### src/include/lpas_map.svh
// offsets, bit positions, reset values and counts of the alarm status block
`ifndef LPAS_MAP_SVH
`define LPAS_MAP_SVH

// low address nibble of the per-channel registers
`define LPAS_OFS_STATUS 4'h3
`define LPAS_OFS_INTSRC 4'h2

// status byte field positions
`define LPAS_BIT_RSVD 3'h7
`define LPAS_BIT_PRBS 3'h6
`define LPAS_BIT_DLOS 3'h5
`define LPAS_BIT_ALOS 3'h4
`define LPAS_BIT_LOS 3'h1

// interrupt source byte field position
`define LPAS_BIT_COS_LOS 3'h1

// reset values
`define LPAS_RST_DLOS 1'h0
`define LPAS_RST_PRBS_LOSS 1'h1

// digital detector: 160 zero bits declare, 10 ones in 30 bits (33%) clear
`define LPAS_DLOS_ZEROS 8'ha0
`define LPAS_DENS_WIN 5'h1e
`define LPAS_DENS_ONES 5'h0a

// pattern checker: 64-bit window, 16 errors lose, at most 1 error locks
`define LPAS_PRBS_LAST 6'h3f
`define LPAS_PRBS_LOSE 7'h10
`define LPAS_PRBS_LOCK 7'h01

`endif

### src/include/lpas_pkg.sv
// types shared by the alarm status block
package lpas_pkg;

    // pins after inversion to active high, the twelve-bit fields one bit per channel
    typedef struct packed {
        logic sel;
        logic rd;
        logic [7:0] addr;
        logic [11:0] rclk;
        logic [11:0] data;
        logic [11:0] alos;
        logic [11:0] g775;
        logic [11:0] e3;
        logic [11:0] prbs_en;
    } lpas_pins_t;

    // top level state
    typedef struct packed {
        lpas_pins_t s1;
        lpas_pins_t s2;
        logic [11:0] rclk_d;
        logic rd_d;
        logic [11:0] los;
        logic [11:0] cos;
        logic [7:0] rdata;
        logic oe;
    } lpas_top_st_t;

    // per-channel detector state
    typedef struct packed {
        logic [7:0] zrun;
        logic [4:0] win_cnt;
        logic [4:0] ones;
        logic dlos;
        logic [14:0] prbs_hist;
        logic [5:0] prbs_bit;
        logic [6:0] prbs_err;
        logic prbs_loss;
    } lpas_chan_st_t;

endpackage

### src/include/lpas_chan_if.sv
// link between the register logic and one channel's detectors
`timescale 1ns/1ps
interface lpas_chan_if;
    logic bit_tick;
    logic bit_data;
    logic prbs_en;
    logic dlos;
    logic prbs_loss;

    modport chan (input bit_tick, input bit_data, input prbs_en, output dlos, output prbs_loss);
    modport host (output bit_tick, output bit_data, output prbs_en, input dlos, input prbs_loss);
endinterface

### src/hw/lpas_top.sv
// per-channel alarm status bytes of a twelve-channel line receiver
// Contract
// Bit 6 of each status byte reads 1 while the pattern checker has lost lock, else 0.
// The pattern checker declares loss of lock after a very large number of bit errors.
// The pattern checker regains lock on seeing its pattern with few or no bit errors.
// Software trusts bit 6 only with generator, checker and line loopback all in place.
// In DS3/STS-1, digital loss of signal is declared after 160 bit periods without pulses.
// In DS3/STS-1, digital loss of signal clears once pulse density reaches 33%.
// Bit 5 reads 1 while the digital detector declares a defect, else 0.
// In DS3/STS-1, the analog detector declares a defect when amplitude drops too low.
// In DS3/STS-1, the analog detector clears only above a higher threshold (hysteresis).
// Bit 4 reads 1 while the analog detector declares a defect, else 0.
// Bit 1 is the channel's loss of signal, the OR of the analog and digital defects.
// The status bits are read-only and host writes leave them unchanged.
// Each of twelve channels has its own byte at address m3, m being 0-5 or 8-D.
// A per-channel change-of-LOS bit latches on any change and clears when read.
// In E3, the channel's loss of signal follows the G.775 detector instead.
// Bit 7 is reserved, reads zero and ignores writes.
`timescale 1ns/1ps
`include "lpas_map.svh"
module lpas_top
    import lpas_pkg::*;
(
    // clock and reset
    input wire logic core_clk,
    input wire logic rst_b,
    // microprocessor port
    input wire logic up_cs_b,
    input wire logic up_rd_b,
    input wire logic [7:0] up_addr,
    output logic [7:0] up_rdata,
    output logic up_rdata_oe,
    // receive line, one bit per channel
    input wire logic [11:0] rx_rclk,
    input wire logic [11:0] rx_data,
    // analog and G.775 detector results, one bit per channel
    input wire logic [11:0] alos_in,
    input wire logic [11:0] g775_los_in,
    // channel configuration
    input wire logic [11:0] e3_mode,
    input wire logic [11:0] prbs_rx_en
);

    lpas_top_st_t q;
    lpas_top_st_t d;
    lpas_pins_t pins;
    logic [11:0] bit_tick;
    logic [11:0] dlos_v;
    logic [11:0] prbs_v;
    logic [11:0] los_calc;
    logic rd_act;
    logic rd_start;
    logic [4:0] dec;
    logic [3:0] ch_idx;
    logic hit_stat;
    logic hit_src;
    logic [7:0] stat_byte;
    logic [7:0] src_byte;

    // map the upper address nibble onto a channel; bit 4 flags a valid nibble
    function automatic logic [4:0] lpas_decode(input logic [3:0] m);
        logic [4:0] r;
        r = 5'h00;
        if (m < 4'h6)
            r = {1'b1, m};
        else if (m >= 4'h8 && m <= 4'hd)
            r = {1'b1, m - 4'h2};
        return r;
    endfunction

    // pins gathered active high before the synchroniser
    always_comb
    begin
        pins.sel = ~up_cs_b;
        pins.rd = ~up_rd_b;
        pins.addr = up_addr;
        pins.rclk = rx_rclk;
        pins.data = rx_data;
        pins.alos = alos_in;
        pins.g775 = g775_los_in;
        pins.e3 = e3_mode;
        pins.prbs_en = prbs_rx_en;
    end

    // recovered clock is sampled, so it must stay well below half of core_clk
    assign bit_tick = q.s2.rclk & ~q.rclk_d;

    // one detector instance per channel
    for (genvar g = 0; g < 12; g++)
    begin : g_chan
        lpas_chan_if cif();
        assign cif.bit_tick = bit_tick[g];
        assign cif.bit_data = q.s2.data[g];
        assign cif.prbs_en = q.s2.prbs_en[g];
        assign dlos_v[g] = cif.dlos;
        assign prbs_v[g] = cif.prbs_loss;
        lpas_chan u_chan (
            .core_clk (core_clk),
            .rst_b (rst_b),
            .lnk (cif)
        );
    end

    // the analog comparator carries its own hysteresis, so its level is taken as is
    // and E3 channels take the G.775 result in place of the OR
    assign los_calc = (q.s2.e3 & q.s2.g775) | (~q.s2.e3 & (q.s2.alos | dlos_v));

    // read strobe on the synchronised leading edge of select and read together
    assign rd_act = q.s2.sel & q.s2.rd;
    assign rd_start = rd_act & ~q.rd_d;

    // address decode
    assign dec = lpas_decode(q.s2.addr[7:4]);
    assign ch_idx = dec[3:0];
    assign hit_stat = dec[4] && q.s2.addr[3:0] == `LPAS_OFS_STATUS;
    assign hit_src = dec[4] && q.s2.addr[3:0] == `LPAS_OFS_INTSRC;

    // status and interrupt source bytes; unfilled bits, bit 7 among them, stay zero
    always_comb
    begin
        stat_byte = 8'h00;
        src_byte = 8'h00;
        stat_byte[`LPAS_BIT_PRBS] = prbs_v[ch_idx];
        stat_byte[`LPAS_BIT_DLOS] = dlos_v[ch_idx];
        stat_byte[`LPAS_BIT_ALOS] = q.s2.alos[ch_idx];
        stat_byte[`LPAS_BIT_LOS] = q.los[ch_idx];
        src_byte[`LPAS_BIT_COS_LOS] = q.cos[ch_idx];
    end

    // next state; the port has no write path, so nothing here can be overwritten
    always_comb
    begin
        d = q;
        d.s1 = pins;
        d.s2 = q.s1;
        d.rclk_d = q.s2.rclk;
        d.rd_d = rd_act;
        d.oe = rd_act;
        d.los = los_calc;
        // change latch: a change in the read cycle survives the clear
        d.cos = q.cos;
        if (rd_start && hit_src)
            d.cos[ch_idx] = 1'b0;
        d.cos = d.cos | (los_calc ^ q.los);
        // read data captured once per access and held until the next
        if (rd_start)
        begin
            if (hit_stat)
                d.rdata = stat_byte;
            else if (hit_src)
                d.rdata = src_byte;
            else
                d.rdata = 8'h00;
        end
    end

    // state register
    always_ff @(posedge core_clk or negedge rst_b)
    begin
        if (!rst_b)
            q <= '0;
        else
            q <= d;
    end

    // ports come from flops
    assign up_rdata = q.rdata;
    assign up_rdata_oe = q.oe;

    AST_PRBS_BIT: assert property (@(posedge core_clk) disable iff (!rst_b)
        rd_start && hit_stat |=> up_rdata[6] == $past(prbs_v[ch_idx]))
        else $error("status bit 6 does not follow pattern loss");

    AST_DLOS_BIT: assert property (@(posedge core_clk) disable iff (!rst_b)
        rd_start && hit_stat |=> up_rdata[5] == $past(dlos_v[ch_idx]))
        else $error("status bit 5 does not follow digital los");

    AST_ALOS_BIT: assert property (@(posedge core_clk) disable iff (!rst_b)
        rd_start && hit_stat |=> up_rdata[4] == 1'($past(alos_in, 3) >> $past(ch_idx)))
        else $error("status bit 4 does not follow the analog pin");

    AST_LOS_OR: assert property (@(posedge core_clk) disable iff (!rst_b)
        ##1 !$past(q.s2.e3[0]) |-> q.los[0] == ($past(q.s2.alos[0]) | $past(dlos_v[0])))
        else $error("channel los is not the or of both detectors");

    AST_LOS_E3: assert property (@(posedge core_clk) disable iff (!rst_b)
        q.s2.e3[0] |=> q.los[0] == $past(q.s2.g775[0]))
        else $error("e3 channel los does not follow g775 detector");

    AST_COS_SET: assert property (@(posedge core_clk) disable iff (!rst_b)
        $changed(q.los) |-> ((q.los ^ $past(q.los)) & ~q.cos) == 12'h000)
        else $error("los change not latched");

    AST_COS_CLR: assert property (@(posedge core_clk) disable iff (!rst_b)
        rd_start && hit_src && los_calc[ch_idx] == q.los[ch_idx] |=> !q.cos[$past(ch_idx)])
        else $error("change bit not cleared by its read");

    AST_RSVD: assert property (@(posedge core_clk) disable iff (!rst_b)
        up_rdata_oe |-> !up_rdata[7])
        else $error("reserved bit 7 reads one");

    AST_DECODE: assert property (@(posedge core_clk) disable iff (!rst_b)
        rd_start && !hit_stat && !hit_src |=> up_rdata == 8'h00 ##1 up_rdata == 8'h00)
        else $error("unmapped address returned data");

    AST_LOS_BIT: assert property (@(posedge core_clk) disable iff (!rst_b)
        rd_start && hit_stat |=> up_rdata[1] == $past(q.los[ch_idx]))
        else $error("status bit 1 does not follow channel los");

    AST_E3_ALL: assert property (@(posedge core_clk) disable iff (!rst_b)
        1'b1 |=> (q.los & $past(q.s2.e3)) == ($past(q.s2.g775) & $past(q.s2.e3)))
        else $error("an e3 channel los does not follow its g775 detector");

    // the change byte returns the latch as it was before the clearing read
    AST_COS_READ: assert property (@(posedge core_clk) disable iff (!rst_b)
        rd_start && hit_src |=> up_rdata[1] == $past(q.cos[ch_idx]) && up_rdata[7:2] == 6'h00)
        else $error("change byte does not return the latch");

    // no host access but a read capture may alter the byte on the port
    AST_RDATA_HOLD: assert property (@(posedge core_clk) disable iff (!rst_b)
        !rd_start |=> $stable(up_rdata))
        else $error("read byte moved without a read");

endmodule

### src/hw/lpas_chan.sv
// digital loss-of-signal detector and pattern lock checker of one channel
`timescale 1ns/1ps
`include "lpas_map.svh"
module lpas_chan
    import lpas_pkg::*;
(
    // clock and reset
    input wire logic core_clk,
    input wire logic rst_b,
    // bit stream in, defects out
    lpas_chan_if.chan lnk
);

    lpas_chan_st_t q;
    lpas_chan_st_t d;
    logic pred;
    logic [6:0] perr_n;
    logic [4:0] ones_n;

    // outputs straight from state
    assign lnk.dlos = q.dlos;
    assign lnk.prbs_loss = q.prbs_loss;

    // next state, advanced only on a recovered bit except the checker disable, which acts on every cycle
    always_comb
    begin
        d = q;
        pred = q.prbs_hist[14] ^ q.prbs_hist[13];
        perr_n = q.prbs_err + {6'h00, lnk.bit_data != pred};
        ones_n = q.ones + {4'h0, lnk.bit_data};
        if (lnk.bit_tick)
        begin
            // run of zeros, saturating so a long outage cannot wrap
            if (lnk.bit_data)
                d.zrun = 8'h00;
            else if (q.zrun != `LPAS_DLOS_ZEROS)
                d.zrun = q.zrun + 8'h01;
            // density window; clearing only at a window end
            if (q.win_cnt == `LPAS_DENS_WIN - 5'h01)
            begin
                d.win_cnt = 5'h00;
                d.ones = 5'h00;
                if (ones_n >= `LPAS_DENS_ONES)
                    d.dlos = 1'b0;
            end
            else
            begin
                d.win_cnt = q.win_cnt + 5'h01;
                d.ones = ones_n;
            end
            // declaring after clearing so the declare wins a tie
            if (!lnk.bit_data && q.zrun == `LPAS_DLOS_ZEROS - 8'h01)
                d.dlos = 1'b1;
            // self-synchronising checker of x^15+x^14+1
            d.prbs_hist = {q.prbs_hist[13:0], lnk.bit_data};
            if (q.prbs_bit == `LPAS_PRBS_LAST)
            begin
                d.prbs_bit = 6'h00;
                d.prbs_err = 7'h00;
                if (perr_n >= `LPAS_PRBS_LOSE)
                    d.prbs_loss = 1'b1;
                else if (perr_n <= `LPAS_PRBS_LOCK)
                    d.prbs_loss = 1'b0;
            end
            else
            begin
                d.prbs_bit = q.prbs_bit + 6'h01;
                d.prbs_err = perr_n;
            end
        end
        // a disabled checker reports loss and restarts its window
        if (!lnk.prbs_en)
        begin
            d.prbs_bit = 6'h00;
            d.prbs_err = 7'h00;
            d.prbs_loss = 1'b1;
        end
    end

    // state register
    always_ff @(posedge core_clk or negedge rst_b)
    begin
        if (!rst_b)
        begin
            q <= '0;
            q.dlos <= `LPAS_RST_DLOS;
            q.prbs_loss <= `LPAS_RST_PRBS_LOSS;
        end
        else
            q <= d;
    end

    AST_DLOS_SET: assert property (@(posedge core_clk) disable iff (!rst_b)
        lnk.bit_tick && !lnk.bit_data && q.zrun == 8'h9f |=> lnk.dlos)
        else $error("digital los not declared after 160 zero bits");

    AST_DLOS_CLR: assert property (@(posedge core_clk) disable iff (!rst_b)
        $fell(lnk.dlos) |-> $past(lnk.bit_tick && q.win_cnt == 5'h1d && ones_n >= 5'h0a))
        else $error("digital los cleared without enough pulse density");

    AST_DLOS_HOLD: assert property (@(posedge core_clk) disable iff (!rst_b)
        !lnk.bit_tick |=> $stable(lnk.dlos))
        else $error("digital los moved without a recovered bit");

    AST_PRBS_LOSE: assert property (@(posedge core_clk) disable iff (!rst_b)
        lnk.bit_tick && q.prbs_bit == 6'h3f && perr_n >= 7'h10 |=> lnk.prbs_loss)
        else $error("pattern loss not declared on heavy errors");

    AST_PRBS_LOCK: assert property (@(posedge core_clk) disable iff (!rst_b)
        $fell(lnk.prbs_loss) |-> $past(lnk.prbs_en && q.prbs_bit == 6'h3f && perr_n <= 7'h01))
        else $error("pattern lock declared without a clean window");

endmodule

### config.mk
export PLATFORM = sky130hd
export DESIGN_NAME = lpas_top
export DESIGN_NICKNAME = d
export VERILOG_FILES = /design/src/include/lpas_pkg.sv /design/src/include/lpas_chan_if.sv /design/src/hw/lpas_top.sv /design/src/hw/lpas_chan.sv
export VERILOG_INCLUDE_DIRS = /design/src /design/src/include
export SDC_FILE = /design/constraint.sdc
export NUM_CORES = 1
export LEC_CHECK = 0
export BUFFER_PORTS_ARGS = -buffer_cell sky130_fd_sc_hd__buf_4
export CAP_MARGIN = 0
export CELL_PAD_IN_SITES_DETAIL_PLACEMENT = 0
export CELL_PAD_IN_SITES_GLOBAL_PLACEMENT = 1
export CORE_UTILIZATION = 50
export CTS_CLUSTER_SIZE = 10
export DETAILED_ROUTE_END_ITERATION = 7
export PLACE_DENSITY_LB_ADDON = 0.1
export SKIP_CTS_REPAIR_TIMING = 1
export SYNTH_ARGS = -nofsm -noshare
export SYNTH_HDL_FRONTEND = slang
export SYNTH_SLANG_ARGS = --single-unit
### constraint.sdc
create_clock -name core_clk -period 4.3 [get_ports core_clk]
set_input_delay 0.215 -clock core_clk [delete_from_list [all_inputs] [get_ports core_clk]]
set_output_delay 0.215 -clock core_clk [all_outputs]
set_load 0.005 [all_outputs]
# == After elaboration in Yosys (flattened, before gate mapping) ==
# Cells that the tools add are included.
# op_classes
n_addsub,61
n_lt_le_gt_ge,41
n_eq_ne,98
n_mux,161
n_bitwise,28
reduce_logical,101
# ops
operator,count
two-way mux 14 bit,24
two-way mux 8 bit,24
two-way mux 13 bit,12
two-way mux 10 bit,12
adder 8 x 1 -> 8 bit (second input constant),12
equality test 8 bit (second input constant),12
!= test 8 bit (second input constant),12
adder 7 x 1 -> 7 bit,12
greater-or-equal comparator 7 x 5 -> 1 bit (second input constant),12
less-or-equal comparator 7 x 1 -> 1 bit (second input constant),12
two-way mux 1 bit,78
adder 6 x 1 -> 6 bit (second input constant),12
equality test 6 bit (second input constant),12
AND reduction 3 bit,24
nonzero test 2 bit,36
adder 5 x 1 -> 5 bit,12
adder 5 x 1 -> 5 bit (second input constant),12
equality test 5 bit (second input constant),12
greater-or-equal comparator 5 x 4 -> 1 bit (second input constant),12
bitwise AND 12 bit,4
!= test 2 x 1 -> 1 bit (second input constant),24
!= test 3 x 1 -> 1 bit (second input constant),12
NOT 12 bit,3
OR 12 bit,3
other kinds (21),90
# totals
reg_bits,785
input_bits,84

# == Logic depth before layout (Yosys ltp) ==
# Gate-level depths: netlist of the first run.
# logic_depth
word_depth,12
ltp_mapped,9

# == Cells and area by module ==
# A second synthesis of the first run with hierarchy kept.
# hier_totals
hier_cells,3205
hier_area_um2,36093.4
# modules_own_cells
mod,instances,cells_each,area_per_inst_um2,seq_area_each_um2
lpas_chan,12,230,2451.1,1202.4
lpas_top,1,445,6680.2,5129.9

# == Worst setup path before layout of the first run ==
# Ideal clock, no wire load.
# synth_path
kind,reg2reg
startpoint,reg q (netlist bit g_chan[5].cif.bit_data)
endpoint,"reg, netlist name g_chan[5].u_chan.lnk.prbs_loss"
arrival_ns,2.067
required_ns,4.210
slack_ns,2.143
stages_incl_launch_ff,10
period_less_slack_ns,2.157
path_cell_list,dfrtp_1 -> clkbuf_1 -> xnor2_1 -> ha_1 -> ha_1 -> nand3_1 -> xnor2_1 -> or4_1 -> a21boi_0 -> o21ai_0
# synth_via
elab_chain_cells,7
elab_cells_between_ends,10
cone_classes,add/sub (1); order compare (2); eq/ne (2); mux (4); reduce/logical (1)
# synth_rtl
element,line,text
from (decl),lpas_top.sv:44,lpas_top_st_t q;
from (signal assigned),lpas_top.sv:161,q <= '0;
from (signal assigned),lpas_top.sv:163,q <= d;
!= test 1 bit (*),lpas_chan.sv:29,"perr_n = q.prbs_err + {6'h00, lnk.bit_data != pred};"
adder 7 x 1 -> 7 bit (*),lpas_chan.sv:29,
greater-or-equal comparator 7 x 5 -> 1 bit (no line),n/a,
two-way mux 1 bit,lpas_chan.sv:60,if (perr_n >= `LPAS_PRBS_LOSE)
two-way mux 1 bit,lpas_chan.sv:56,if (q.prbs_bit == `LPAS_PRBS_LAST)
two-way mux 14 bit,lpas_chan.sv:31,if (lnk.bit_tick)
two-way mux 14 bit,lpas_chan.sv:72,if (!lnk.prbs_en)
# Every way passes the cells marked *; elsewhere a longest branch is shown, timed or not. The select of a mux whose other input is x is not followed.
# A chain may end at the register's enable or synchronous reset.

# == Final worst setup path of the first run ==
# layout_path
startpoint,reg q[122] (netlist bit)
endpoint,reg q (netlist bit up_rdata[1])
# layout_via
elab_chain_cells,8
elab_cells_between_ends,15
cone_classes,add/sub (1); order compare (3); mux (8); reduce/logical (3)
# layout_rtl
element,line,text
greater-or-equal comparator 4 bit / less-or-equal comparator 4 bit (equally long branches),lpas_top.sv:66,else if (m >= 4'h8 && m <= 4'hd)
logical AND 1 bit,lpas_top.sv:66,
two-way mux 5 bit,lpas_top.sv:66,
two-way mux 5 bit (*),lpas_top.sv:64,if (m < 4'h6)
binary-select mux 1 bit (select 4 bit),lpas_top.sv:127,src_byte[`LPAS_BIT_COS_LOS] = q.cos[ch_idx];
two-way mux 1 bit (implied by the code),lpas_top.sv:127,
two-way mux 2 bit,lpas_top.sv:150,else if (hit_src)
two-way mux 7 bit (*),lpas_top.sv:148,if (hit_stat)
# Marks and branches as above.

==> run_results.csv, run 1 <==
group,metric,value,unit
power_and_ir_drop,power_density,453,nW/um^2
yosys,synth-simple-area-share,20.7,%
setup_path,worstPathRequired,4800,ps
timing,clock.fmax,377,MHz
setup_path,arrival,3150,ps
timing,tns,0,ps
timing,period_share,61.7,%
timing,timing.final.ws_setup,1650,ps
yosys,synth_cells,3549,
yosys,synth-xor-area-share,3.81,%
cts,cts.sinks,781,
global_routing,grt_max_degree,119,
route,dr.pass1.iters,6,
timing,whs,227,ps
global_routing,grt_pass1_wl,122,mm
yosys,synth_top_cell_by_area,"dfrtp_1",
power_and_ir_drop,peakVddDrop,0.298,mV
route,drt-initial-drc-count,1752,
yosys,synthArstFlopShare,100,%
route,drt-total-wl,71.6,mm
timing,slew_headroom,23.8,%
yosys,ys_top_cells_by_count,"nand2_1 (931), dfrtp_1 (769), o21ai_0 (323)",
setup_path,crit_path_max_incr_delay,870,ps
cts,worstSkewPairLatency,630,ps
setup_path,worst_path_max_delay_cell,"a21boi_4",
yosys,syn_avg_cell_area,9.86,um^2
global_routing,grtUsageTotal,20.6,%
cells_and_area,area_delta_synth_final,14.5,%
die,io_pins,93,
cts,clockRootBuffer,"clkbuf_16",
setup_path,cp-end-kind,"flop",
timing,rsz0062_at_grt,"false",
timing,tightest_slew,1140,ps
yosys,synthDistinctLibCells,82,
status,status,"complete, no violations",
place,place_ws,1650,ps
setup_path,worstPathCellList,"a21boi_4, mux2_2, o211a_1, a221oi_2, o211ai_1",
setup_path,critPathLaunch,"q[122]$_DFF_PN0_",
global_routing,gr-total-overflow,0,
cells_and_area,drive_gt1_share,7.77,%
yosys,yosys-top-cells-area,"dfrtp_1 (55%), nand2_1 (10%), o21ai_0 (4.6%)",
global_routing,grt_antenna_before_repair,0,
die,core,68900,um^2
route,wl_per_cell,15.2,um
cells_and_area,fill_cells,5956,
cts,cts_buffers,90,
yosys,yosysWarnings,0,
setup_path,path_delay_family,"compound AO/OA/AOI/OAI gates",
yosys,synth_ff_type,"dfrtp_1",
cts,cts_tree,"done",
timing,min_period,2650,ps
cts,clockBufferDepth,3,
yosys,synth_top_family_by_area,"simple AND/OR/NAND/NOR gates",
setup_path,crit_path_max_fanout,25,
timing,finalSetupViolations,0,
route,drc,0,
yosys,synth-compound-area-share,11.7,%
cells_and_area,finalNetCount,3920,
yosys,synth_fa_ha_area_share,3.90,%
global_routing,grt_pass1_vias,24876,
setup_path,cp_num_buf_inv,0,
power_and_ir_drop,leakage,18.6,nW
cts,clk_pin_slew,60,ps
yosys,ys_ff_latch,781,
yosys,seq_area_frac_synth,55.9,%
min_path,worstHoldStart,"e3_mode[10]",
cells_and_area,final_area,40100,um^2
die,die-area,71000,um^2
setup_path,startpoint_type,"flop",
place,gp_congestion,0.847,
route,viasPerCell,5.43,
run,maxCapViolations,0,
route,ant_nets,0,
place,dp_hpwl,47.0,mm
die,die_w,267,um
die,rows,96,
yosys,yosysMostFrequentCell,"nand2_1",
yosys,synth_edf_count,0,
cells_and_area,antenna_cells,0,
place,dpl_cell_area,36700,um^2
setup_path,reg2reg_from,"q[122]$_DFF_PN0_",
place,io_buffers,88,
yosys,syn_area,35000,um^2
timing,drv_slew,0,
yosys,synthMuxAreaShare,1.67,%
timing,finalHoldViolCount,0,
die,start_util,50.7,%
cts,cts_max_level,3,
setup_path,crit_type,"reg -> reg",
power_and_ir_drop,report.power.total,0.0182,W
route,via_count,25593,
timing,skew,21.1,ps
min_path,hold_class,"in -> reg",
die,die_h,267,um
yosys,synth_top_area_share,55.0,%
## per-layer routing
layer,up-vias,GRT usage (%),routed length (um)
li1,12610,-,-
met1,12459,28.8,33800
met2,408,32.8,33200
met3,116,3.44,2760
met4,0,6.34,1860
met5,-,0,0
## area by class of cell
type / count / area, um^2 / area share, %
clock buffer: 141 / 2480 / 6.20
inverter: 66 / 248 / 0.618
clock inverter: 7 / 72.6 / 0.181
tap: 931 / 1160 / 2.91
timing repair buffer: 205 / 1850 / 4.63
multi-input combinational: 2583 / 14700 / 36.7
sequential: 781 / 19600 / 48.8
## report_power, final
| group | internal, W | switching [W] |
|---|---|---|
| Combinational | 0.000975 | 0.00127 |
| Sequential | 0.00827 | 0.000860 |
| Clock | 0.00393 | 0.00285 |
## cell usage in the layout, fill, tap and decap left out, types with 7 or more instances in the layout
master,instances
and4_1,19
nand2b_1,38
or3_1,15
buf_12,8
or2_2,14
xnor2_1,68
o22a_1,7
inv_1,66
nor2b_1,13
nor3b_1,9
o31ai_1,58
and3_1,59
ha_1,109
clkbuf_1,48
nor2b_2,12
a21boi_0,11
and2_1,29
nand3_1,172
o211ai_1,25
dfrtp_1,769
o21ai_0,323
xor2_1,84
mux2i_1,46
a21oi_1,92
dlygate4sd3_1,83
a22o_1,25
a31oi_1,21
nor2_1,115
a31o_2,8
nor3_1,56
nand3b_1,10
dfstp_2,12
clkbuf_16,91
buf_4,113
nand4_1,79
nand2_1,931
a21o_1,20
## stage by stage
step | utilization [%] | cells
detailed placement | 53.2 | 4483
global route | 58.1 | 4714
global placement | 53.2 | 4483
floorplan | - | 3552
CTS | 56.9 | 4631
finish | 58.1 | 4714
## cell families (layout without fill, tap and decap cells)
kind of cell,count (synthesis),count (layout)
and+or+nand+nor,1600,1600
buffers and inverters,188,419
other,1,4
DFF,781,781
xor gates and xnor gates,152,152
muxes,54,54
AOI/OAI and AO/OA,664,664
adders and majority gates,109,109
## final timing paths
check                                                     end  slack [ps]  depth (start not counted)
max in group asynchronous  g_chan[1].u_chan.q[18]$_DFFE_PN0P_        2790                          3
min in group asynchronous  g_chan[8].u_chan.q[32]$_DFFE_PN0P_         250                          2
setup reg to reg                      up_rdata[1]$_DFFE_PN0P_        1650                          5
hold reg to reg                              q[122]$_DFF_PN0_         330                          0
hold / removal                                d[68]$_DFF_PN0_         230                          2
setup / recovery                      up_rdata[1]$_DFFE_PN0P_        1650                          5
## state kept, by name, indices dropped and copies added, names as in the netlist
register,count
d,94
g_chan.u_chan.lnk.prbs_loss,12
g_chan.cif.bit_data,12
up_rdata_oe,1
g_chan.u_chan.lnk.dlos,12
q,82
g_chan.u_chan.q,552
up_rdata,4
g_chan.cif.prbs_en,12
(Power assumes the default switching activity.)
==> run 2, diff against run 1 <==
Settings changed: CORE_UTILIZATION 50 to 45.
Clock period 4.3 ns to 2.3 ns, I/O delays scaled along.
==> run_results.csv, run 2 (synthesis gave the netlist of run 1 again) <==
group,metric,value,unit
place,dp_hpwl,49.9,mm
timing,min_period,2140,ps
die,die_h,281,um
power_and_ir_drop,report.power.total,0.0344,W
setup_path,worst_path_max_delay_cell,"or4_1",
cells_and_area,final_cell_mix,"nand2_1 (931), dfrtp_1 (769), o21ai_0 (323)",
cells_and_area,area_delta_synth_final,16.6,%
cts,clockBufferDepth,3,
place,io_buffers,88,
global_routing,grt_pass1_vias,24974,
setup_path,crit_path_max_fanout,3,
global_routing,gr-total-overflow,0,
setup_path,path_delay_family,"simple AND/OR/NAND/NOR gates",
setup_path,crit_type,"reg -> reg",
global_routing,grtUsageTotal,18.9,%
timing,drv_slew,0,
timing,period_share,93.2,%
timing,clock.fmax,467,MHz
cells_and_area,finalNetCount,3977,
cts,cts_max_level,3,
power_and_ir_drop,power_density,843,nW/um^2
setup_path,critPathLaunch,"g_chan[5].u_chan.q[27]$_DFFE_PN0P_",
run,maxCapViolations,0,
place,place_ws,54.7,ps
power_and_ir_drop,peakVddDrop,0.590,mV
cells_and_area,fill_cells,6799,
power_and_ir_drop,leakage,18.9,nW
global_routing,grt_antenna_before_repair,1,
cells_and_area,layout.cells.most_common,"nand2_1",
die,io_pins,93,
power_and_ir_drop,seqPwrFrac,49.6,%
timing,finalSetupViolations,0,
setup_path,cp.depth,9,
die,die_w,281,um
setup_path,arrival,2680,ps
setup_path,startpoint_type,"flop",
min_path,hold_class,"in -> async",
route,via_count,25659,
global_routing,grt_pass1_wl,124,mm
cts,clockRootBuffer,"clkbuf_16",
setup_path,reg2reg_from,"g_chan[5].u_chan.q[27]$_DFFE_PN0P_",
timing,skew,13.5,ps
setup_path,r2r_end,"g_chan[5].u_chan.lnk.prbs_loss$_DFFE_PN1P_",
place,gp_congestion,0.837,
die,start_util,45.8,%
die,die-area,78900,um^2
route,wl_per_cell,15.1,um
timing,rsz0062_at_grt,"true",
setup_path,worstPathCellList,"xnor2_2, xnor2_1, ha_2, ha_4, nand3_2, xnor2_1, or4_1, a21boi_2, o21ai_0",
power_and_ir_drop,p_int,0.0250,W
setup_path,worstPathRequired,2840,ps
timing,tightest_slew,651,ps
status,status,"complete, no violations",
cts,cts_tree,"done",
cts,worstSkewPairLatency,630,ps
cells_and_area,largest_register_ffs,552,
cts,clk_pin_slew,50,ps
power_and_ir_drop,comb_power_share,12.6,%
setup_path,crit_path_max_incr_delay,480,ps
route,dr.pass1.iters,8,
timing,slew_headroom,56.4,%
setup_path,r2r_slack,160,ps
setup_path,path_common_cell,"xnor2_1",
setup_path,cp-endpoint,"g_chan[5].u_chan.lnk.prbs_loss$_DFFE_PN1P_",
cells_and_area,top_register,"g_chan.u_chan.q",
route,viasPerCell,5.27,
route,drc,0,
cells_and_area,drive_gt1_share,9.51,%
route,drt-total-wl,73.4,mm
route,drt-initial-drc-count,1607,
power_and_ir_drop,power.switching,0.00938,W
cts,cts_buffers,91,
die,rows,101,
cells_and_area,antenna_cells,0,
global_routing,grt_max_degree,97,
setup_path,cp_num_buf_inv,0,
cts,cts.sinks,781,
power_and_ir_drop,swShare,27.3,%
setup_path,cp-end-kind,"flop",
route,ant_nets,0,
timing,finalHoldViolCount,0,
setup_path,reg2reg_depth,9,
timing,timing.final.ws_setup,157,ps
die,core,76500,um^2
power_and_ir_drop,pwr-share-clk,37.9,%
==> run 2: cell types whose count changed in the layout (fill, tap and decap cells not counted), moves of 2 or more <==
| cell | before | now |
|---|---|---|
| buf_4 | 113 | 166 |
| o311ai_0 | 6 | 4 |
| clkbuf_1 | 48 | 41 |
| clkbuf_8 | 2 | 9 |
| ha_1 | 109 | 106 |
| ha_2 | 0 | 2 |
| buf_12 | 8 | 11 |
| o311ai_1 | 0 | 2 |
==> run 2: metal layers <==
layer / GRT usage (%) / vias to the layer above / part of all wire, %
met2: 29.8 / 358 / 46
met5: 0 / - / 0
li1: - / 12733 / -
met1: 26.3 / 12460 / 47
met4: 5.77 / 0 / 2.5
met3: 3.83 / 108 / 4.3
==> run 2: how the worst min path moves through the flow <==
stage	from	slack [ps]	end	depth (start not counted)
floorplan	rst_b	-180	d[100]$_DFF_PN0_	0
global placement	rst_b	60	d[94]$_DFF_PN0_	1
detailed placement	rst_b	70	d[106]$_DFF_PN0_	1
CTS	rst_b	-610	g_chan[4].u_chan.q[7]$_DFFE_PN0P_	1
global route	rst_b	7	g_chan[4].u_chan.q[2]$_DFFE_PN0P_	2
finish	rst_b	8	d[94]$_DFF_PN0_	2
==> run 2: layout make-up <==
cell class | count | area [um^2] | area share, %
multi-input cells | 2583 | 14700 | 36.1
clock buffers | 142 | 2580 | 6.33
inverters | 66 | 248 | 0.608
clock inverters | 7 | 65.1 | 0.160
flip-flops and latches | 781 | 19600 | 48.0
repair buffers | 261 | 2310 | 5.67
well taps | 1030 | 1290 | 3.16
==> run 2: power by group through the flow <==
| stage | clock [W] | combinational (W) | sequential [W] |
|---|---|---|---|
| global route | 0.0141 | 0.00504 | 0.0173 |
| global placement | 0 | 0.00401 | 0.0171 |
| CTS | 0.0135 | 0.00427 | 0.0170 |
| detailed placement | 0 | 0.00426 | 0.0172 |
| floorplan | 0 | 0.00304 | 0.0168 |
| finish | 0.0130 | 0.00431 | 0.0170 |
==> run 2: worst reg2reg max path: stages, from the launching register on <==
cell      delay [ps]
dfrtp_1          420
xnor2_2          160
xnor2_1          180
ha_2             240
ha_4             140
nand3_2          100
xnor2_1          130
or4_1            480
a21boi_2         140
o21ai_0           80
==> run 2: per-stage QoR <==
| stage | cell area (um^2) | utilization (%) | hold slack (ps) | TNS [ps] | instances |
|---|---|---|---|---|---|
| 2_1_floorplan | 35000 | - | -181 | 0 | 3552 |
| 3_3_place_gp | 37300 | 48.7 | 63.1 | 0 | 4638 |
| 3_5_place_dp | 37300 | 48.7 | 68.7 | 0 | 4638 |
| 4_1_cts | 39900 | 52.2 | -608 | 0 | 4787 |
| 5_1_grt | 40800 | 53.3 | 6.71 | -58.3 | 4870 |
| 6_report | 40800 | 53.3 | 8.43 | 0 | 4870 |
